`src/verilog/adc_seq_defs.vh`:
```
`ifndef ADC_SEQ_DEFS_VH
`define ADC_SEQ_DEFS_VH

// Register offsets
`define OFS_CONV_MAIN      8'h00
`define OFS_ACCUM_CTRL     8'h01
`define OFS_REF_CLK_CTRL   8'h02
`define OFS_DELAY_CTRL     8'h03
`define OFS_WINDOW_CTRL    8'h04
`define OFS_SAMPLE_LENGTH_CTRL   8'h05
`define OFS_INPUT_SEL      8'h06
`define OFS_COMMAND        8'h08
`define OFS_FLAGS          8'h0B
`define OFS_RESULT_LO      8'h10
`define OFS_RESULT_HI      8'h11
`define OFS_WIN_LOW_LO     8'h12
`define OFS_WIN_LOW_HI     8'h13
`define OFS_WIN_HIGH_LO    8'h14
`define OFS_WIN_HIGH_HI    8'h15

// Writable bit masks
`define MASK_CONV_MAIN     8'h87
`define MASK_ACCUM_CTRL    8'h07
`define MASK_REF_CLK_CTRL  8'h77
`define MASK_DELAY_CTRL    8'hFF
`define MASK_WINDOW_CTRL   8'h07
`define MASK_SAMPLE_LENGTH_CTRL  8'h1F
`define MASK_INPUT_SEL     8'h1F

// Reset values
`define RST_CTRL8          8'h00
`define RST_WORD16         16'h0000

// Field positions
`define BIT_ENABLE         0
`define BIT_CONT_CONV      1
`define BIT_RES_SELECT     2
`define BIT_RUN_STANDBY    7
`define BIT_SAMPLE_CAP     6
`define BIT_AUTO_DLY_VAR   4
`define BIT_START_CMD      0
`define BIT_RESULT_READY   0
`define BIT_WINDOW_MATCH   1
`define FLD_ACCUM_COUNT    2:0
`define FLD_REF_SELECT     5:4
`define FLD_CLK_DIV_SEL    2:0
`define FLD_STARTUP_DLY    7:5
`define FLD_INTER_DLY      3:0
`define FLD_WINDOW_MODE    2:0
`define FLD_SAMPLE_LEN     4:0
`define FLD_INPUT_SEL      4:0

// Encodings
`define REF_INTERNAL       2'h0
`define WIN_NONE           3'h0
`define WIN_BELOW          3'h1
`define WIN_ABOVE          3'h2
`define WIN_INSIDE         3'h3
`define WIN_OUTSIDE        3'h4
`define ACCUM_MAX_CODE     3'h6
`define STARTUP_MAX_CODE   3'h5

// Timing counts in converter-clock cycles
`define SAMPLE_BASE_TICKS  10'h002
`define STARTUP_BASE_TICKS 10'h010

`endif

```
`src/verilog/clock_prescaler.v`:
```
`timescale 1ns/1ps
// Peripheral clock divider, 2 to 256
module clock_prescaler #(
  parameter WIDTH = 8
) (
  input  wire             clock_in,    // Peripheral clock
  input  wire             reset_n_in,  // Synchronous reset, active low
  input  wire             run_in,      // Divider runs while high
  input  wire [2:0]       div_sel_in,  // Divide by 2^(code+1)
  output reg              tick_out,    // One-cycle converter tick
  output reg              level_out    // Converter clock level
);

  reg  [WIDTH-1:0] cnt_ff;
  wire [WIDTH-1:0] terminal;

  // Terminal count is 2^(code+1)-1
  assign terminal = ~({WIDTH{1'b1}} << (div_sel_in + 4'h1));

  // Counter restarts while converter is off
  always @(posedge clock_in) begin
    if (!reset_n_in || !run_in) begin
      cnt_ff    <= {WIDTH{1'b0}};
      tick_out  <= 1'b0;
      level_out <= 1'b0;
    end else begin
      tick_out  <= (cnt_ff == terminal);
      level_out <= cnt_ff[div_sel_in];
      if (cnt_ff == terminal) begin
        cnt_ff <= {WIDTH{1'b0}};
      end else begin
        cnt_ff <= cnt_ff + {{(WIDTH-1){1'b0}}, 1'b1};
      end
    end
  end

endmodule // clock_prescaler

```
`src/verilog/sample_accumulator.v`:
```
`timescale 1ns/1ps
`include "adc_seq_defs.vh"
// 16-bit running sample total
module sample_accumulator (
  input  wire        clock_in,     // Peripheral clock
  input  wire        reset_n_in,   // Synchronous reset, active low
  input  wire        clear_in,     // Restart the running total
  input  wire        add_in,       // Fold the sample into the total
  input  wire        res8_in,      // Keep only the eight upper bits
  input  wire [9:0]  sample_in,    // Raw converter result
  output wire [15:0] sum_out,      // Running total plus this sample
  output reg  [15:0] total_out     // Running total
);

  wire [15:0] scaled;

  // 8-bit mode drops two lowest bits
  assign scaled  = res8_in ? {8'h00, sample_in[9:2]} : {6'h00, sample_in};
  assign sum_out = total_out + scaled;

  // Running total
  always @(posedge clock_in) begin
    if (!reset_n_in || clear_in) begin
      total_out <= `RST_WORD16;
    end else if (add_in) begin
      total_out <= sum_out;
    end
  end

endmodule // sample_accumulator

```
`src/verilog/adc_sequencing_control.v`:
```
`timescale 1ns/1ps
`include "adc_seq_defs.vh"

// Notes on behaviour
// Bit 7 keeps the converter running while standby is requested.
// Resolution bit set drops the two lowest result bits before storing.
// Continuous mode: first conversion on start write, then back to back.
// Each completed continuous conversion raises the result-ready flag.
// Bit 0 enables the converter; zero disables it.
// Accumulation code 0 none, 1..6 mean 2..64 samples, 7 reserved.
// Accumulated samples sum into the result as one conversion.
// Bit 6 selects normal or reduced sampling capacitance.
// Reference code 0 internal, 1 supply, 2 external pin.
// Prescaler divides peripheral clock by 2 up to 256.
// Startup delay of 0..256 converter cycles after enable or internal reference.
// Startup delay also applies after deep-sleep wake.
// Auto variation increments the inter-sample delay after each sample.
// Auto-varied delay wraps from 0xF to 0x0.
// Inter-sample delay equals the 4-bit field in converter cycles.
// Sampling switch stays open during the inter-sample delay.
// Window mode picks below, above, inside or outside for the match flag.
// Window compare uses 16-bit result against 16-bit thresholds.
// Sampling lasts two converter cycles by default, lengthened by field.
// Sampling lasts two plus sample length converter cycles.
// Input select changes apply only from the next conversion.
// Start command reads one while busy and clears at completion.
// Result-ready set on new result; cleared by write one or result read.
module adc_sequencing_control (
  input  wire        clock_in,          // Peripheral clock
  input  wire        reset_n_in,        // Synchronous reset, active low
  input  wire [7:0]  addr_in,           // Register address
  input  wire [7:0]  wr_data_in,        // Write data
  input  wire        wr_en_in,          // Write strobe
  input  wire        rd_en_in,          // Read strobe
  output reg  [7:0]  rd_data_out,       // Read data, one cycle later
  input  wire        standby_req_in,    // Chip standby request pin
  input  wire        deep_wake_in,      // Deep-sleep wake pin
  input  wire        core_done_in,      // Analog core finished a conversion
  input  wire [9:0]  core_result_in,    // Analog core raw result
  output wire        converter_on_out,  // Analog core powered
  output wire        adc_clock_out,     // Converter clock level
  output reg         sample_switch_out, // Sampling switch closed
  output reg         convert_start_out, // Start conversion pulse to core
  output reg  [4:0]  input_select_out,  // Latched analog input
  output wire [1:0]  reference_out,     // Reference source
  output wire        sample_cap_out,    // Reduced sampling capacitance
  output reg         result_event_out,  // One-cycle result-ready pulse
  output wire        result_ready_out,  // Result-ready flag level
  output wire        window_match_out   // Window match flag level
);

  localparam ST_IDLE   = 3'h0;
  localparam ST_INIT   = 3'h1;
  localparam ST_SAMPLE = 3'h2;
  localparam ST_CONV   = 3'h3;
  localparam ST_GAP    = 3'h4;

  reg  [7:0]  conv_main_ff;
  reg  [7:0]  accum_ctrl_ff;
  reg  [7:0]  ref_clk_ctrl_ff;
  reg  [7:0]  delay_ctrl_ff;
  reg  [7:0]  window_ctrl_ff;
  reg  [7:0]  sample_length_ctrl_ff;
  reg  [7:0]  input_sel_ff;
  reg  [15:0] win_low_ff;
  reg  [15:0] win_high_ff;
  reg  [15:0] result_ff;
  reg         ready_flag_ff;
  reg         match_flag_ff;
  reg         busy_ff;
  reg  [2:0]  state_ff;
  reg  [9:0]  phase_ff;
  reg  [9:0]  limit_ff;
  reg  [6:0]  samp_cnt_ff;
  reg         init_pend_ff;
  reg         stby_s1_ff;
  reg         stby_s2_ff;
  reg         wake_s1_ff;
  reg         wake_s2_ff;
  reg         wake_s3_ff;
  reg         nxt_ready;
  reg         nxt_match;
  reg  [7:0]  nxt_rd_data;

  wire        tick;
  wire [15:0] acc_sum;
  wire [15:0] acc_total;
  wire        enable_bit;
  wire        cont_conv;
  wire        active;
  wire        wake_rise;
  wire        start_req;
  wire        final_done;
  wire        acc_add;
  wire        acc_clear;
  wire        result_read;
  wire        wr_main;
  wire        wr_ref;
  wire        wr_delay;
  wire        wr_flags;
  wire [6:0]  samples_needed;

  // Samples per conversion
  function [6:0] sample_total;
    input [2:0] code;
    begin
      if (code > `ACCUM_MAX_CODE) begin
        sample_total = 7'h01;
      end else begin
        sample_total = 7'h01 << code;
      end
    end
  endfunction

  // Startup delay ticks
  function [9:0] startup_ticks;
    input [2:0] code;
    begin
      if (code == 3'h0 || code > `STARTUP_MAX_CODE) begin
        startup_ticks = 10'h000;
      end else begin
        startup_ticks = `STARTUP_BASE_TICKS << (code - 3'h1);
      end
    end
  endfunction

  // Window condition
  function win_hit;
    input [2:0]  mode;
    input [15:0] res;
    input [15:0] lo;
    input [15:0] hi;
    begin
      case (mode)
        `WIN_BELOW:   win_hit = (res < lo);
        `WIN_ABOVE:   win_hit = (res > hi);
        `WIN_INSIDE:  win_hit = (res > lo) && (res < hi);
        `WIN_OUTSIDE: win_hit = (res < lo) || (res > hi);
        default:      win_hit = 1'b0;
      endcase
    end
  endfunction

  // Decoded controls
  assign enable_bit       = conv_main_ff[`BIT_ENABLE];
  assign cont_conv        = conv_main_ff[`BIT_CONT_CONV];
  assign active           = enable_bit && (!stby_s2_ff || conv_main_ff[`BIT_RUN_STANDBY]);
  assign converter_on_out = active;
  assign reference_out    = ref_clk_ctrl_ff[`FLD_REF_SELECT];
  assign sample_cap_out   = ref_clk_ctrl_ff[`BIT_SAMPLE_CAP];
  assign result_ready_out = ready_flag_ff;
  assign window_match_out = match_flag_ff;
  assign samples_needed   = sample_total(accum_ctrl_ff[`FLD_ACCUM_COUNT]);
  assign wake_rise        = wake_s2_ff && !wake_s3_ff;

  // Bus decode
  assign wr_main     = wr_en_in && (addr_in == `OFS_CONV_MAIN);
  assign wr_ref      = wr_en_in && (addr_in == `OFS_REF_CLK_CTRL);
  assign wr_delay    = wr_en_in && (addr_in == `OFS_DELAY_CTRL);
  assign wr_flags    = wr_en_in && (addr_in == `OFS_FLAGS);
  assign result_read = rd_en_in && ((addr_in == `OFS_RESULT_LO) || (addr_in == `OFS_RESULT_HI));
  assign start_req   = wr_en_in && (addr_in == `OFS_COMMAND) && wr_data_in[`BIT_START_CMD]
                       && active && (state_ff == ST_IDLE);

  // Sequencer events
  assign final_done = (state_ff == ST_CONV) && core_done_in && (samp_cnt_ff == samples_needed - 7'h01);
  assign acc_add    = (state_ff == ST_CONV) && core_done_in && !final_done;
  assign acc_clear  = final_done || !active || start_req;

  // Clock divider
  clock_prescaler #(
    .WIDTH (8)
  ) u_prescaler (
    .clock_in   (clock_in),
    .reset_n_in (reset_n_in),
    .run_in     (active),
    .div_sel_in (ref_clk_ctrl_ff[`FLD_CLK_DIV_SEL]),
    .tick_out   (tick),
    .level_out  (adc_clock_out)
  );

  // Accumulator
  sample_accumulator u_accum (
    .clock_in   (clock_in),
    .reset_n_in (reset_n_in),
    .clear_in   (acc_clear),
    .add_in     (acc_add),
    .res8_in    (conv_main_ff[`BIT_RES_SELECT]),
    .sample_in  (core_result_in),
    .sum_out    (acc_sum),
    .total_out  (acc_total)
  );

  // Pin synchronisers
  always @(posedge clock_in) begin
    if (!reset_n_in) begin
      stby_s1_ff <= 1'b0;
      stby_s2_ff <= 1'b0;
      wake_s1_ff <= 1'b0;
      wake_s2_ff <= 1'b0;
      wake_s3_ff <= 1'b0;
    end else begin
      stby_s1_ff <= standby_req_in;
      stby_s2_ff <= stby_s1_ff;
      wake_s1_ff <= deep_wake_in;
      wake_s2_ff <= wake_s1_ff;
      wake_s3_ff <= wake_s2_ff;
    end
  end

  // Register writes, delay auto-variation
  always @(posedge clock_in) begin
    if (!reset_n_in) begin
      conv_main_ff    <= `RST_CTRL8;
      accum_ctrl_ff   <= `RST_CTRL8;
      ref_clk_ctrl_ff <= `RST_CTRL8;
      delay_ctrl_ff   <= `RST_CTRL8;
      window_ctrl_ff  <= `RST_CTRL8;
      sample_length_ctrl_ff <= `RST_CTRL8;
      input_sel_ff    <= `RST_CTRL8;
      win_low_ff      <= `RST_WORD16;
      win_high_ff     <= `RST_WORD16;
    end else begin
      if (wr_main) begin
        conv_main_ff <= wr_data_in & `MASK_CONV_MAIN;
      end
      if (wr_en_in && addr_in == `OFS_ACCUM_CTRL) begin
        accum_ctrl_ff <= wr_data_in & `MASK_ACCUM_CTRL;
      end
      if (wr_ref) begin
        ref_clk_ctrl_ff <= wr_data_in & `MASK_REF_CLK_CTRL;
      end
      if (wr_delay) begin
        delay_ctrl_ff <= wr_data_in & `MASK_DELAY_CTRL;
      end else if (state_ff == ST_CONV && core_done_in && delay_ctrl_ff[`BIT_AUTO_DLY_VAR]) begin
        // Four-bit add wraps 0xF to 0x0
        delay_ctrl_ff[`FLD_INTER_DLY] <= delay_ctrl_ff[`FLD_INTER_DLY] + 4'h1;
      end
      if (wr_en_in && addr_in == `OFS_WINDOW_CTRL) begin
        window_ctrl_ff <= wr_data_in & `MASK_WINDOW_CTRL;
      end
      if (wr_en_in && addr_in == `OFS_SAMPLE_LENGTH_CTRL) begin
        sample_length_ctrl_ff <= wr_data_in & `MASK_SAMPLE_LENGTH_CTRL;
      end
      if (wr_en_in && addr_in == `OFS_INPUT_SEL) begin
        input_sel_ff <= wr_data_in & `MASK_INPUT_SEL;
      end
      if (wr_en_in && addr_in == `OFS_WIN_LOW_LO) begin
        win_low_ff[7:0] <= wr_data_in;
      end
      if (wr_en_in && addr_in == `OFS_WIN_LOW_HI) begin
        win_low_ff[15:8] <= wr_data_in;
      end
      if (wr_en_in && addr_in == `OFS_WIN_HIGH_LO) begin
        win_high_ff[7:0] <= wr_data_in;
      end
      if (wr_en_in && addr_in == `OFS_WIN_HIGH_HI) begin
        win_high_ff[15:8] <= wr_data_in;
      end
    end
  end

  // Startup delay request
  always @(posedge clock_in) begin
    if (!reset_n_in) begin
      init_pend_ff <= 1'b0;
    end else if ((wr_main && wr_data_in[`BIT_ENABLE] && !enable_bit)
                 || (wr_ref && wr_data_in[5:4] == `REF_INTERNAL
                     && ref_clk_ctrl_ff[`FLD_REF_SELECT] != `REF_INTERNAL)
                 || wake_rise) begin
      init_pend_ff <= 1'b1;
    end else if (state_ff == ST_INIT) begin
      init_pend_ff <= 1'b0;
    end
  end

  // Conversion sequencer
  always @(posedge clock_in) begin
    if (!reset_n_in || !active) begin
      state_ff          <= ST_IDLE;
      busy_ff           <= 1'b0;
      phase_ff          <= 10'h000;
      limit_ff          <= 10'h000;
      samp_cnt_ff       <= 7'h00;
      sample_switch_out <= 1'b0;
      convert_start_out <= 1'b0;
      if (!reset_n_in) begin
        input_select_out <= 5'h00;
        result_ff        <= `RST_WORD16;
        result_event_out <= 1'b0;
      end
    end else begin
      convert_start_out <= 1'b0;
      result_event_out  <= 1'b0;
      phase_ff          <= tick ? phase_ff + 10'h001 : phase_ff;
      case (state_ff)
        ST_IDLE: begin
          if (start_req) begin
            busy_ff          <= 1'b1;
            samp_cnt_ff      <= 7'h00;
            input_select_out <= input_sel_ff[`FLD_INPUT_SEL];
            phase_ff         <= 10'h000;
            if (init_pend_ff && startup_ticks(delay_ctrl_ff[`FLD_STARTUP_DLY]) != 10'h000) begin
              state_ff <= ST_INIT;
              limit_ff <= startup_ticks(delay_ctrl_ff[`FLD_STARTUP_DLY]);
            end else begin
              state_ff          <= ST_SAMPLE;
              sample_switch_out <= 1'b1;
              limit_ff          <= `SAMPLE_BASE_TICKS + {5'h00, sample_length_ctrl_ff[`FLD_SAMPLE_LEN]};
            end
          end
        end
        ST_INIT, ST_GAP: begin
          if (tick && phase_ff == limit_ff - 10'h001) begin
            state_ff          <= ST_SAMPLE;
            sample_switch_out <= 1'b1;
            phase_ff          <= 10'h000;
            limit_ff          <= `SAMPLE_BASE_TICKS + {5'h00, sample_length_ctrl_ff[`FLD_SAMPLE_LEN]};
          end
        end
        ST_SAMPLE: begin
          if (tick && phase_ff == limit_ff - 10'h001) begin
            state_ff          <= ST_CONV;
            sample_switch_out <= 1'b0;
            convert_start_out <= 1'b1;
          end
        end
        ST_CONV: begin
          if (core_done_in) begin
            phase_ff <= 10'h000;
            limit_ff <= {6'h00, delay_ctrl_ff[`FLD_INTER_DLY]};
            if (final_done) begin
              result_ff        <= acc_sum;
              result_event_out <= 1'b1;
              samp_cnt_ff      <= 7'h00;
              input_select_out <= input_sel_ff[`FLD_INPUT_SEL];
            end else begin
              samp_cnt_ff <= samp_cnt_ff + 7'h01;
            end
            if (final_done && !cont_conv) begin
              state_ff <= ST_IDLE;
              busy_ff  <= 1'b0;
            end else if (delay_ctrl_ff[`FLD_INTER_DLY] != 4'h0) begin
              state_ff <= ST_GAP;
            end else begin
              // No delay: sample at once
              state_ff          <= ST_SAMPLE;
              sample_switch_out <= 1'b1;
              limit_ff          <= `SAMPLE_BASE_TICKS + {5'h00, sample_length_ctrl_ff[`FLD_SAMPLE_LEN]};
            end
          end
        end
        default: begin
          state_ff <= ST_IDLE;
        end
      endcase
    end
  end

  // Flags: set beats clear
  always @* begin
    nxt_ready = ready_flag_ff;
    nxt_match = match_flag_ff;
    if (result_read || (wr_flags && wr_data_in[`BIT_RESULT_READY])) begin
      nxt_ready = 1'b0;
    end
    if (result_read || (wr_flags && wr_data_in[`BIT_WINDOW_MATCH])) begin
      nxt_match = 1'b0;
    end
    if (active && final_done) begin
      nxt_ready = 1'b1;
      if (win_hit(window_ctrl_ff[`FLD_WINDOW_MODE], acc_sum, win_low_ff, win_high_ff)) begin
        nxt_match = 1'b1;
      end
    end
  end

  always @(posedge clock_in) begin
    if (!reset_n_in) begin
      ready_flag_ff <= 1'b0;
      match_flag_ff <= 1'b0;
    end else begin
      ready_flag_ff <= nxt_ready;
      match_flag_ff <= nxt_match;
    end
  end

  // Read multiplexer
  always @* begin
    if (addr_in == `OFS_CONV_MAIN) begin
      nxt_rd_data = conv_main_ff;
    end else if (addr_in == `OFS_ACCUM_CTRL) begin
      nxt_rd_data = accum_ctrl_ff;
    end else if (addr_in == `OFS_REF_CLK_CTRL) begin
      nxt_rd_data = ref_clk_ctrl_ff;
    end else if (addr_in == `OFS_DELAY_CTRL) begin
      nxt_rd_data = delay_ctrl_ff;
    end else if (addr_in == `OFS_WINDOW_CTRL) begin
      nxt_rd_data = window_ctrl_ff;
    end else if (addr_in == `OFS_SAMPLE_LENGTH_CTRL) begin
      nxt_rd_data = sample_length_ctrl_ff;
    end else if (addr_in == `OFS_INPUT_SEL) begin
      nxt_rd_data = input_sel_ff;
    end else if (addr_in == `OFS_COMMAND) begin
      nxt_rd_data = {7'h00, busy_ff};
    end else if (addr_in == `OFS_FLAGS) begin
      nxt_rd_data = {6'h00, match_flag_ff, ready_flag_ff};
    end else if (addr_in == `OFS_RESULT_LO) begin
      nxt_rd_data = result_ff[7:0];
    end else if (addr_in == `OFS_RESULT_HI) begin
      nxt_rd_data = result_ff[15:8];
    end else if (addr_in == `OFS_WIN_LOW_LO) begin
      nxt_rd_data = win_low_ff[7:0];
    end else if (addr_in == `OFS_WIN_LOW_HI) begin
      nxt_rd_data = win_low_ff[15:8];
    end else if (addr_in == `OFS_WIN_HIGH_LO) begin
      nxt_rd_data = win_high_ff[7:0];
    end else if (addr_in == `OFS_WIN_HIGH_HI) begin
      nxt_rd_data = win_high_ff[15:8];
    end else begin
      nxt_rd_data = 8'h00;
    end
  end

  // Read data for one cycle
  always @(posedge clock_in) begin
    if (!reset_n_in || !rd_en_in) begin
      rd_data_out <= 8'h00;
    end else begin
      rd_data_out <= nxt_rd_data;
    end
  end

endmodule // adc_sequencing_control

```
`config.mk`:
```
export PLATFORM = sky130hd
export DESIGN_NAME = adc_sequencing_control
export DESIGN_NICKNAME = d
export VERILOG_FILES = /design/src/verilog/clock_prescaler.v /design/src/verilog/sample_accumulator.v /design/src/verilog/adc_sequencing_control.v
export VERILOG_INCLUDE_DIRS = /design/src /design/src/verilog
export SDC_FILE = /design/constraint.sdc
export NUM_CORES = 1
export LEC_CHECK = 0
export CAP_MARGIN = 20
export CORE_MARGIN = 4
export CORE_UTILIZATION = 59
export DETAILED_ROUTE_END_ITERATION = 7
export DONT_BUFFER_PORTS = 1
export GPL_ROUTABILITY_DRIVEN = 0
export PLACE_DENSITY_LB_ADDON = 0.05
export REMOVE_ABC_BUFFERS = 1
export SLEW_MARGIN = 20
export SYNTH_ARGS = -nofsm -noshare
export SYNTH_HDL_FRONTEND = slang
export SYNTH_HIERARCHICAL = 1
export SYNTH_SLANG_ARGS = --single-unit
```
`constraint.sdc`:
```
create_clock -name clock_in -period 4.6 [get_ports clock_in]
set_input_delay 0.23 -clock clock_in [delete_from_list [all_inputs] [get_ports clock_in]]
set_output_delay 0.23 -clock clock_in [all_outputs]
set_load 0.1 [all_outputs]
```
==> results of run 1 <==
logic make-up (layout without fill, tap and decap cells):
family | Yosys count | in the layout | share of synthesized area
xor gates and xnor gates | 60 | 60 | 0.0533
DFF | 163 | 163 | 0.335
buffers and inverters | 128 | 123 | 0.0515
and+or+nand+nor | 433 | 433 | 0.221
AOI/OAI and AO/OA | 277 | 277 | 0.187
adders and majority gates | 58 | 58 | 0.0706
muxes | 78 | 78 | 0.0805
sequential cells by signal, summed over array words and instances, names as in the netlist, 4 cells and up:
signal and flops:
result_ff 16, u_accum/total_out 16, win_high_ff 16, win_low_ff 16, limit_ff 10, phase_ff 10
delay_ctrl_ff 8, rd_data_out 8, u_prescaler/cnt_ff 8, samp_cnt_ff 7, ref_clk_ctrl_ff 6, input_sel_ff 5
input_select_out 5, sample_length_ctrl_ff 5, conv_main_ff 4
what timing repair did:
item | in CTS | in global routing
endpoints found under the hold margin | 76 | 1
hold buffers | 14 | 1
setup buffers | 0 | 1
pin swaps | 0 | 2
gates resized for setup | 1 | 4
setup endpoints to repair | 1 | 1
layout make-up:
type | count | area (um2) | share of cell area
Multi-Input combinational cell | 906 | 6410 | 0.569
Clock buffer | 19 | 433 | 0.0384
Clock inverter | 13 | 134 | 0.0119
Inverter | 57 | 214 | 0.0190
Sequential cell | 163 | 3480 | 0.309
Tap cell | 225 | 282 | 0.0250
Timing Repair Buffer | 34 | 310 | 0.0275
report_power, final:
part,switching (mW),total [mW],leakage [nW],internal [mW]
Clock,0.593,1.39,0.265,0.797
Sequential,0.0213,1.47,1.36,1.45
Combinational,0.0891,0.150,2.61,0.0609
Total,0.704,3.01,4.23,2.31
metal layers:
layer / GRT usage / vias up / routed length [um]
met5: 0 / - / 0
met4: 0.100 / 0 / 864
met3: 0.0580 / 52 / 1910
met2: 0.480 / 320 / 13600
met1: 0.383 / 4169 / 12300
li1: - / 4342 / -
worst paths after layout:
| path | from | endpoint | slack, ns |
|---|---|---|---|
| worst min register to register | stby_s1_ff$_SDFF_PN0_ | stby_s2_ff$_SDFF_PN0_ | 0.44 |
| worst min-delay path | wr_data_in[1] | conv_main_ff[1]$_SDFFE_PN0P_ | 0.01 |
| worst max-delay path | conv_main_ff[2]$_SDFFE_PN0P_ | window_match_out$_SDFF_PN0_ | 0.14 |
| worst max register to register | conv_main_ff[2]$_SDFFE_PN0P_ | window_match_out$_SDFF_PN0_ | 0.14 |
worst register-to-register path: cells and delay by family, from the launching register on:
family | cells | cell delay (ns)
compound gates | 8 | 1.96
buf+inv | 1 | 0.19
fa+ha+maj | 2 | 0.65
flops | 1 | 0.34
mux | 1 | 0.35
simple gates | 4 | 0.86
synthesized netlist by cell type, drive strengths merged (6+ instances only):
cell,n,area [um2]
dfxtp,141,2820
nand2,88,330
a21oi,67,339
nor2,65,244
mux2i,61,611
clkbuf,57,214
ha,57,713
inv,57,214
nand3,55,275
nor2b,55,344
o21ai,49,249
nor3,37,185
and3,31,195
xnor2,30,263
xor2,28,245
a21boi,26,195
edfxtp,22,661
nand4,20,131
nand2b,17,106
buf,14,106
mux2,14,158
a21o,13,97.6
and2,12,75.1
a211oi,11,92.6
nor4,11,68.8
or3,11,68.8
o211ai,10,75.1
o22ai,10,62.6
a221oi,9,78.8
a31oi,9,56.3
a22oi,7,52.6
a311oi,6,52.6
nor4b,6,52.6
through the flow:
stage	util	instances	worst slack [ns]	power, mW
global route	0.651	1417	0.000882	3.10
finish	0.651	1417	0.137	3.01
global placement	0.607	1369	0.237	1.61
detailed placement	0.607	1369	0.00284	1.61
CTS	0.649	1415	0.0256	3.03
floorplan	-	1126	0.268	1.59
==> impl_metrics.sql, run 1 <==
INSERT INTO impl_metrics (metric_group, metric, value, unit) VALUES
('run_status', 'status', 'finished, final reports clean', ''),
('yosys', 'syn_area', '0.0104', 'mm2'),
('final_layout', 'most_used_cells_in_the_layout_excluding_fill_and_tap_cells', 'sky130_fd_sc_hd__dfxtp_1, sky130_fd_sc_hd__nand2_1, sky130_fd_sc_hd__nor2_1, sky130_fd_sc_hd__a21oi_1, sky130_fd_sc_hd__mux2i_1', ''),
('final_layout', 'design_area', '0.0113', 'mm2'),
('clocking', 'clk_pin_slew', '0.06', 'ns'),
('setup_path', 'end_kind', 'flop', ''),
('clocking', 'tritoncts.num_buffers', '17', ''),
('global_route', 'grt_pass1_wl', '46000', 'um'),
('clocking', 'cts.sink_count', '163', ''),
('floorplan', 'core.rowCount', '48', ''),
('yosys', 'ys_types', '86', ''),
('setup_path', 'criticalPathCategory', 'reg -> reg', ''),
('min_path', 'hold_path.class', 'in -> reg', ''),
('final_layout', 'num-fill-cells', '1489', ''),
('setup_path', 'worstPathCellList', 'buf_4, mux2_2, ha_1, a21o_1, a21oi_4, a211oi_1, or3_1, and2_1, ha_1, and3_1, a221o_1, a221o_1, a21oi_2, nor4b_1, a2111oi_1, o21ai_0', ''),
('setup_path', 'startpoint_type', 'flop', ''),
('floorplan', 'fp.dieArea', '0.0198', 'mm2'),
('run', 'maxCapViolations', '0', ''),
('power', 'max-vdd-ir-drop', '0.000307', 'V'),
('setup_path', 'arrival', '4.77', 'ns'),
('routing', 'total_via_count_in_the_routed_design', '8883', ''),
('sta', 'period_needed', '4.46', 'ns'),
('clocking', 'clock_latency', '0.43', 'ns'),
('floorplan', 'dieHeight', '141', 'um'),
('floorplan', 'floorplan.initialDensity', '0.600', ''),
('routing', 'postRouteAntennaNets', '0', ''),
('sta', 'timing.final.setup_violations', '0', ''),
('min_path', 'min_delay_path_depth', '2', ''),
('setup_path', 'r2r.worst_path.cells', '16', ''),
('clocking', 'h-tree-depth', '4', ''),
('clocking', 'cts_tree', 'yes', ''),
('setup_path', 'critical_path.n_buffers_inverters', '1', ''),
('power', 'total_leakage_power', '4.23', 'nW'),
('setup_path', 'cpPeakStageDelay', '0.43', 'ns'),
('yosys', 'yosys_register_bits', '163', ''),
('clocking', 'cts_root_buf', 'sky130_fd_sc_hd__clkbuf_16', ''),
('floorplan', 'num_io_pins', '56', ''),
('clocking', 'cts_max_path_buffers', '2', ''),
('setup_path', 'timing.critical_path.slowest_stage_cell', 'sky130_fd_sc_hd__a2111oi_1', ''),
('yosys', 'ys_async_sr_fraction', '0', ''),
('global_route', 'grt_start_max_net_pins', '75', ''),
('routing', 'drcViolationCount', '0', ''),
('final_layout', 'syn_to_final_growth', '8.48', '%'),
('sta', 'worst_clock_skew', '0.0117', 'ns'),
('global_route', 'grt_antenna_before_repair', '0', ''),
('sta', 'setup_tns', '0', 'ns'),
('final_layout', 'final_net_count', '1270', ''),
('yosys', 'synth-warning-count', '6', ''),
('sta', 'finalCritPeriodShare', '0.970', ''),
('global_route', 'via_count_of_the_first_global_routing_pass', '8380', ''),
('sta', 'max_freq', '0.224', 'GHz'),
('sta', 'grt_setup_unrepaired', 'no', ''),
('floorplan', 'floorplan.die.width', '141', 'um'),
('yosys', 'netlist_instances', '1197', ''),
('sta', 'max_slew_margin', '0.261', ''),
('sta', 'hold_viol', '0', ''),
('floorplan', 'fp.coreArea', '0.0173', 'mm2'),
('global_route', 'gr-total-overflow', '0', ''),
('placed_design', 'placement.io_buffers', '0', ''),
('setup_path', 'crit_family', 'compound AO/OA/AOI/OAI gates', ''),
('routing', 'routedWlPerCell', '20.2', 'um'),
('routing', 'avgViaCountPerCell', '6.27', ''),
('routing', 'drt_wl_total', '28700', 'um'),
('routing', 'detail_route.iter0.violations', '741', ''),
('placed_design', 'dp.final_hpwl', '20000', 'um'),
('placed_design', 'placement.cell_area', '0.0105', 'mm2'),
('yosys', 'count_of_flip_flops_with_a_built_in_enable_after_synthesis', '22', ''),
('final_layout', 'layout-drive-gt1-share', '0.0814', ''),
('power', 'pwr_density_cell', '267', 'mW/mm2'),
('final_layout', 'num_antenna_cells', '0', ''),
('sta', 'slew_viol_final', '0', ''),
('sta', 'timing.hold.ws', '0.0136', 'ns'),
('setup_path', 'cp_num_cells', '16', ''),
('yosys', 'synth.avg_cell_area', '8.67', 'um2'),
('yosys', 'yosysSeqAreaShare', '0.335', ''),
('routing', 'drt_pre_antenna_iters', '5', ''),
('setup_path', 'data_required_time_of_the_critical_path', '4.90', 'ns'),
('sta', 'worstMarginPinSlew', '1.11', 'ns'),
('global_route', 'global_route_usage_sum', '0.291', ''),
('setup_path', 'worst-path-max-fanout', '11', ''),
('final_layout', 'leading_cell_type_in_the_layout_fill_and_taps_excluded', 'sky130_fd_sc_hd__dfxtp_1', ''),
('yosys', 'synth_flop_cell', 'sky130_fd_sc_hd__dfxtp_1', '');
(Power assumes the default switching activity.)
==> run 2, diff against run 1 <==
Settings changed: PLACE_DENSITY set to 0.78, PLACE_DENSITY_LB_ADDON 0.05 to not set.
==> impl_metrics.sql, run 2 (synthesized netlist as in run 1, its figures left out) <==
INSERT INTO impl_metrics (metric_group, metric, value, unit) VALUES
('final_layout', 'syn_to_final_growth', '8.71', '%'),
('power', 'power.share.combinational', '0.050', ''),
('setup_path', 'data_required_time_of_the_critical_path', '4.92', 'ns'),
('global_route', 'global_route_usage_sum', '0.289', ''),
('floorplan', 'floorplan.initialDensity', '0.600', ''),
('setup_path', 'worst_setup_path_startpoint', 'conv_main_ff[2]$_SDFFE_PN0P_', ''),
('routing', 'avgViaCountPerCell', '6.52', ''),
('setup_path', 'r2r_setup_slack', '0.24', 'ns'),
('min_path', 'hold_path.class', 'in -> reg', ''),
('final_layout', 'final_core_util', '0.653', ''),
('final_layout', 'leading_cell_type_in_the_layout_fill_and_taps_excluded', 'sky130_fd_sc_hd__dfxtp_1', ''),
('routing', 'total_via_count_in_the_routed_design', '9235', ''),
('final_layout', 'layout-drive-gt1-share', '0.0847', ''),
('routing', 'drt_pre_antenna_iters', '5', ''),
('run', 'maxCapViolations', '0', ''),
('setup_path', 'arrival', '4.68', 'ns'),
('setup_path', 'criticalPathCategory', 'reg -> reg', ''),
('power', 'clock_power_share', '0.464', ''),
('clocking', 'clk_pin_slew', '0.07', 'ns'),
('setup_path', 'worst-path-max-fanout', '4', ''),
('final_layout', 'design_area', '0.0113', 'mm2'),
('clocking', 'clock_latency', '0.44', 'ns'),
('routing', 'drt_wl_total', '28900', 'um'),
('power', 'total_leakage_power', '4.26', 'nW'),
('global_route', 'grt_antenna_before_repair', '1', ''),
('sta', 'slew_viol_final', '0', ''),
('global_route', 'via_count_of_the_first_global_routing_pass', '8782', ''),
('clocking', 'cts_root_buf', 'sky130_fd_sc_hd__clkbuf_16', ''),
('global_route', 'grt_pass1_wl', '45900', 'um'),
('power', 'p_int', '2.27', 'mW'),
('sta', 'finalCritPeriodShare', '0.949', ''),
('floorplan', 'num_io_pins', '56', ''),
('sta', 'worst_clock_skew', '0.0122', 'ns'),
('power', 'pwr_density_cell', '269', 'mW/mm2'),
('routing', 'drcViolationCount', '0', ''),
('global_route', 'gr-total-overflow', '0', ''),
('sta', 'worstMarginPinSlew', '1.09', 'ns'),
('power', 'power.net_switching', '0.760', 'mW'),
('sta', 'max_slew_margin', '0.269', ''),
('setup_path', 'r2r-start', 'conv_main_ff[2]$_SDFFE_PN0P_', ''),
('sta', 'setup_tns', '0', 'ns'),
('sta', 'max_freq', '0.229', 'GHz'),
('clocking', 'cts.sink_count', '163', ''),
('sta', 'timing.final.setup_violations', '0', ''),
('final_layout', 'most_used_cells_in_the_layout_excluding_fill_and_tap_cells', 'sky130_fd_sc_hd__dfxtp_1, sky130_fd_sc_hd__nand2_1, sky130_fd_sc_hd__nor2_1, sky130_fd_sc_hd__a21oi_1, sky130_fd_sc_hd__mux2i_1', ''),
('routing', 'routedWlPerCell', '20.4', 'um'),
('setup_path', 'end_kind', 'flop', ''),
('sta', 'period_needed', '4.36', 'ns'),
('routing', 'detail_route.iter0.violations', '818', ''),
('floorplan', 'core.rowCount', '48', ''),
('final_layout', 'num_antenna_cells', '0', ''),
('placed_design', 'dp.final_hpwl', '19700', 'um'),
('setup_path', 'startpoint_type', 'flop', ''),
('placed_design', 'placement.cell_area', '0.0105', 'mm2'),
('power', 'seq_power_share', '0.486', ''),
('power', 'max-vdd-ir-drop', '0.000268', 'V'),
('placed_design', 'placement.io_buffers', '0', ''),
('floorplan', 'fp.dieArea', '0.0198', 'mm2'),
('power', 'switching_share_of_total_power', '0.251', ''),
('final_layout', 'final_net_count', '1270', ''),
('sta', 'hold_viol', '0', ''),
('floorplan', 'floorplan.die.width', '141', 'um'),
('floorplan', 'fp.coreArea', '0.0173', 'mm2'),
('clocking', 'tritoncts.num_buffers', '17', ''),
('floorplan', 'dieHeight', '141', 'um'),
('run_status', 'status', 'finished, final reports clean', ''),
('clocking', 'cts_max_path_buffers', '2', ''),
('global_route', 'grt_start_max_net_pins', '74', ''),
('routing', 'postRouteAntennaNets', '0', ''),
('sta', 'timing.hold.ws', '0.0122', 'ns'),
('clocking', 'cts_tree', 'yes', ''),
('clocking', 'h-tree-depth', '4', ''),
('min_path', 'startpoint_of_the_worst_hold_path', 'wr_data_in[2]', '');
==> run 2: cell count changes in the layout (fill, tap and decap cells not counted), moves of 2 or more <==
cell                         change
sky130_fd_sc_hd__inv_8           +4
sky130_fd_sc_hd__buf_4           -2
sky130_fd_sc_hd__clkbuf_1        -2
sky130_fd_sc_hd__bufinv_16       -2
sky130_fd_sc_hd__clkinv_1        -2
sky130_fd_sc_hd__clkinvlp_4      -3
sky130_fd_sc_hd__inv_6           +2
==> run 2: area by class of cell <==
type                            instances  area (um2)
Inverter                               57         214
Timing Repair Buffer                   34         317
Fill cell                            1452        6010
Tap cell                              225         282
Clock buffer                           19         464
Clock inverter                         13         115
Sequential cell                       163        3480
Multi-Input combinational cell        906        6410
==> run 2: worst paths after layout <==
kind	to	cells past startpoint
setup / recovery	window_match_out$_SDFF_PN0_	16
hold reg to reg	wake_s2_ff$_SDFF_PN0_	1
hold / removal	conv_main_ff[2]$_SDFFE_PN0P_	2
setup reg to reg	window_match_out$_SDFF_PN0_	16
==> run 2: worst max-delay path, cell delays in order, from the launching register on <==
cell,delay [ns]
sky130_fd_sc_hd__dfxtp_1,0.36
sky130_fd_sc_hd__mux2_2,0.35
sky130_fd_sc_hd__ha_1,0.21
sky130_fd_sc_hd__fa_1,0.47
sky130_fd_sc_hd__a211oi_2,0.24
sky130_fd_sc_hd__o211ai_1,0.11
sky130_fd_sc_hd__buf_4,0.17
sky130_fd_sc_hd__a41oi_2,0.26
sky130_fd_sc_hd__xnor2_1,0.20
sky130_fd_sc_hd__ha_1,0.30
sky130_fd_sc_hd__and3_1,0.17
sky130_fd_sc_hd__a221o_1,0.35
sky130_fd_sc_hd__a221o_1,0.36
sky130_fd_sc_hd__a21oi_2,0.15
sky130_fd_sc_hd__nor4b_1,0.08
sky130_fd_sc_hd__a2111oi_2,0.35
sky130_fd_sc_hd__o21ai_0,0.12
==> run 2: through the flow <==
stage / instances / power, mW / setup WS (ns)
floorplan: 1126 / 1.59 / 0.268
global placement: 1368 / 1.61 / 0.198
detailed placement: 1368 / 1.61 / 0.0825
CTS: 1416 / 3.03 / 0.0120
global route: 1417 / 3.12 / -0.00694
finish: 1417 / 3.03 / 0.236
==> run 2: repair_timing <==
action                                  4_1_cts  5_1_grt
hold buffers                                 16        0
endpoints found under the setup margin        0        1
buffers inserted                              0        1
endpoints found under the hold margin        77        0
resized for setup                             0        7
==> run 2: per-layer routing <==
layer,routed length [um],vias to the layer above,track usage
li1,-,4327,-
met1,11500,4364,0.358
met2,13700,424,0.467
met3,2140,120,0.0587
met4,1630,0,0.166
met5,0,-,0
==> run 2: power groups by stage <==
stage	clock network [mW]	registers, mW	logic [mW]
final	1.41	1.47	0.152
after global routing	1.48	1.47	0.162
after global placement	0	1.50	0.107
after CTS	1.41	1.47	0.147
after detailed placement	0	1.50	0.110
after floorplan	0	1.50	0.0835
==> run 3, diff against run 2 <==
Settings changed: CELL_PAD_IN_SITES_DETAIL_PLACEMENT set to 1, CELL_PAD_IN_SITES_GLOBAL_PLACEMENT set to 2, CORE_UTILIZATION 59 to 36, PLACE_DENSITY 0.78 to not set, PLACE_DENSITY_LB_ADDON set to 0.1.
==> impl_metrics.sql, run 3 (synthesized netlist as in run 1, its figures left out) <==
INSERT INTO impl_metrics (metric_group, metric, value, unit) VALUES
('power', 'power.share.combinational', '0.050', ''),
('global_route', 'global_route_usage_sum', '0.228', ''),
('final_layout', 'design_area', '0.0115', 'mm2'),
('power', 'p_int', '2.39', 'mW'),
('sta', 'max_slew_margin', '0.254', ''),
('final_layout', 'syn_to_final_growth', '11.1', '%'),
('clocking', 'tritoncts.num_buffers', '17', ''),
('clocking', 'cts.sink_count', '163', ''),
('sta', 'timing.final.setup_violations', '0', ''),
('setup_path', 'r2r_setup_slack', '0.25', 'ns'),
('sta', 'worst_clock_skew', '0.0117', 'ns'),
('final_layout', 'final_net_count', '1273', ''),
('final_layout', 'layout-drive-gt1-share', '0.0887', ''),
('power', 'max-vdd-ir-drop', '0.000251', 'V'),
('sta', 'finalCritPeriodShare', '0.947', ''),
('floorplan', 'floorplan.initialDensity', '0.370', ''),
('final_layout', 'leading_cell_type_in_the_layout_fill_and_taps_excluded', 'sky130_fd_sc_hd__dfxtp_1', ''),
('final_layout', 'final-seq-area', '0.00348', 'mm2'),
('final_layout', 'multi_input_area', '0.00641', 'mm2'),
('floorplan', 'num_io_pins', '56', ''),
('power', 'totalPowerFinal', '3.15', 'mW'),
('power', 'total_leakage_power', '4.27', 'nW'),
('sta', 'period_needed', '4.35', 'ns'),
('global_route', 'via_count_of_the_first_global_routing_pass', '9223', ''),
('routing', 'routedWlPerCell', '22.6', 'um'),
('run', 'maxCapViolations', '0', ''),
('floorplan', 'dieHeight', '178', 'um'),
('setup_path', 'worst-path-max-fanout', '3', ''),
('routing', 'drt_wl_total', '35600', 'um'),
('power', 'power.net_switching', '0.766', 'mW'),
('clocking', 'cts_tree', 'yes', ''),
('sta', 'slew_viol_final', '0', ''),
('routing', 'drt_pre_antenna_iters', '5', ''),
('power', 'seq_power_share', '0.467', ''),
('sta', 'final.setup.worst_slack', '0.246', 'ns'),
('global_route', 'groute.layer.met2.usage', '0.387', ''),
('final_layout', 'most_used_cells_in_the_layout_excluding_fill_and_tap_cells', 'sky130_fd_sc_hd__dfxtp_1, sky130_fd_sc_hd__nand2_1, sky130_fd_sc_hd__nor2_1', ''),
('clocking', 'h-tree-depth', '4', ''),
('global_route', 'grt_start_max_net_pins', '75', ''),
('routing', 'postRouteAntennaNets', '0', ''),
('placed_design', 'dp.final_hpwl', '25200', 'um'),
('floorplan', 'fp.dieArea', '0.0316', 'mm2'),
('sta', 'max_freq', '0.230', 'GHz'),
('final_layout', 'num_antenna_cells', '0', ''),
('setup_path', 'cpPeakStageDelay', '0.46', 'ns'),
('global_route', 'grt_antenna_before_repair', '0', ''),
('placed_design', 'placement.cell_area', '0.0107', 'mm2'),
('routing', 'detail_route.iter0.violations', '487', ''),
('placed_design', 'placement.io_buffers', '0', ''),
('sta', 'worstMarginPinSlew', '1.12', 'ns'),
('floorplan', 'core.rowCount', '61', ''),
('global_route', 'groute.layer.met3.usage', '0.0362', ''),
('setup_path', 'end_kind', 'flop', ''),
('placed_design', 'dp_worst_setup_slack', '-0.0102', 'ns'),
('floorplan', 'fp.coreArea', '0.0281', 'mm2'),
('sta', 'hold_viol', '0', ''),
('clocking', 'clock_latency', '0.45', 'ns'),
('clocking', 'cts_max_path_buffers', '2', ''),
('setup_path', 'criticalPathCategory', 'reg -> reg', ''),
('sta', 'setup_tns', '0', 'ns'),
('setup_path', 'data_required_time_of_the_critical_path', '4.92', 'ns'),
('setup_path', 'worstPathCellList', 'mux2_2, ha_1, fa_1, a211oi_2, o211ai_1, a41oi_2, xnor2_1, ha_1, and3_1, a221o_1, a221o_1, a21oi_2, nor4b_1, a2111oi_1, o21ai_0', ''),
('global_route', 'grt_pass1_wl', '55200', 'um'),
('power', 'clock_power_share', '0.483', ''),
('setup_path', 'timing.critical_path.slowest_stage_cell', 'sky130_fd_sc_hd__fa_1', ''),
('setup_path', 'arrival', '4.68', 'ns'),
('clocking', 'cts_root_buf', 'sky130_fd_sc_hd__clkbuf_16', ''),
('global_route', 'gr-total-overflow', '0', ''),
('power', 'switching_share_of_total_power', '0.243', ''),
('global_route', 'grt_met1_usage', '0.294', ''),
('global_route', 'grt_most_used_layer', 'met2', ''),
('min_path', 'hold_path.class', 'in -> reg', ''),
('routing', 'total_via_count_in_the_routed_design', '8904', ''),
('power', 'pwr_density_cell', '273', 'mW/mm2'),
('routing', 'drcViolationCount', '0', ''),
('setup_path', 'startpoint_type', 'flop', ''),
('routing', 'avgViaCountPerCell', '5.66', ''),
('run_status', 'status', 'finished, final reports clean', ''),
('floorplan', 'floorplan.die.width', '178', 'um'),
('final_layout', 'num-fill-cells', '3361', ''),
('clocking', 'clk_pin_slew', '0.07', 'ns'),
('placed_design', 'post-place-cells', '1525', ''),
('final_layout', 'final_cell_count_no_fill', '1573', '');
## run 3: what timing repair did
action / 4_1_cts / 5_1_grt
pin swaps: 0 / 2
hold buffers: 15 / 0
gates resized for setup: 2 / 4
endpoints found under the setup margin: 1 / 1
setup buffers: 0 / 1
endpoints found under the hold margin: 76 / 0
## run 3: cell type report
type	instances	share of cell area
inverter	57	0.0185
clock buffer	23	0.0461
clock inverter	9	0.00781
multi-input combinational	906	0.556
tap	378	0.0410
sequential	163	0.302
timing repair buffer	37	0.0288
## run 3: power groups by stage
stage | logic, mW | registers [mW] | clock network, mW
3_5_place_dp | 0.118 | 1.51 | 0
2_1_floorplan | 0.0835 | 1.50 | 0
3_3_place_gp | 0.117 | 1.50 | 0
4_1_cts | 0.158 | 1.47 | 1.56
6_report | 0.158 | 1.47 | 1.52
5_1_grt | 0.172 | 1.47 | 1.61
## run 3: per-layer routing
| layer | wire [um] | share of wire |
|---|---|---|
| met3 | 964 | 0.027 |
| met1 | 16400 | 0.46 |
| met5 | 0 | 0 |
| met4 | 995 | 0.028 |
| met2 | 17300 | 0.49 |
## run 3: stage by stage
step                       util  hold WS (ns)
after global routing      0.411       0.00530
after global placement    0.381         0.359
after detailed placement  0.381         0.367
final                     0.411        0.0249
after floorplan               -         0.323
after CTS                 0.410      0.000529
## run 3: final timing paths
kind                                start  cells past startpoint                     endpoint
min reg2reg         stby_s1_ff$_SDFF_PN0_                      1        stby_s2_ff$_SDFF_PN0_
max          conv_main_ff[2]$_SDFFE_PN0P_                     15  window_match_out$_SDFF_PN0_
min                            reset_n_in                      1   result_ff[5]$_SDFFCE_PN0P_
max reg2reg  conv_main_ff[2]$_SDFFE_PN0P_                     15  window_match_out$_SDFF_PN0_
## run 3: critical path, delay by kind of cell (launching register included)
kind            cells  cell delay [ns]
simple gates        2             0.24
fa+ha+maj           3             0.98
mux                 1             0.34
flops               1             0.35
compound gates      8             2.08
xor+xnor            1             0.22
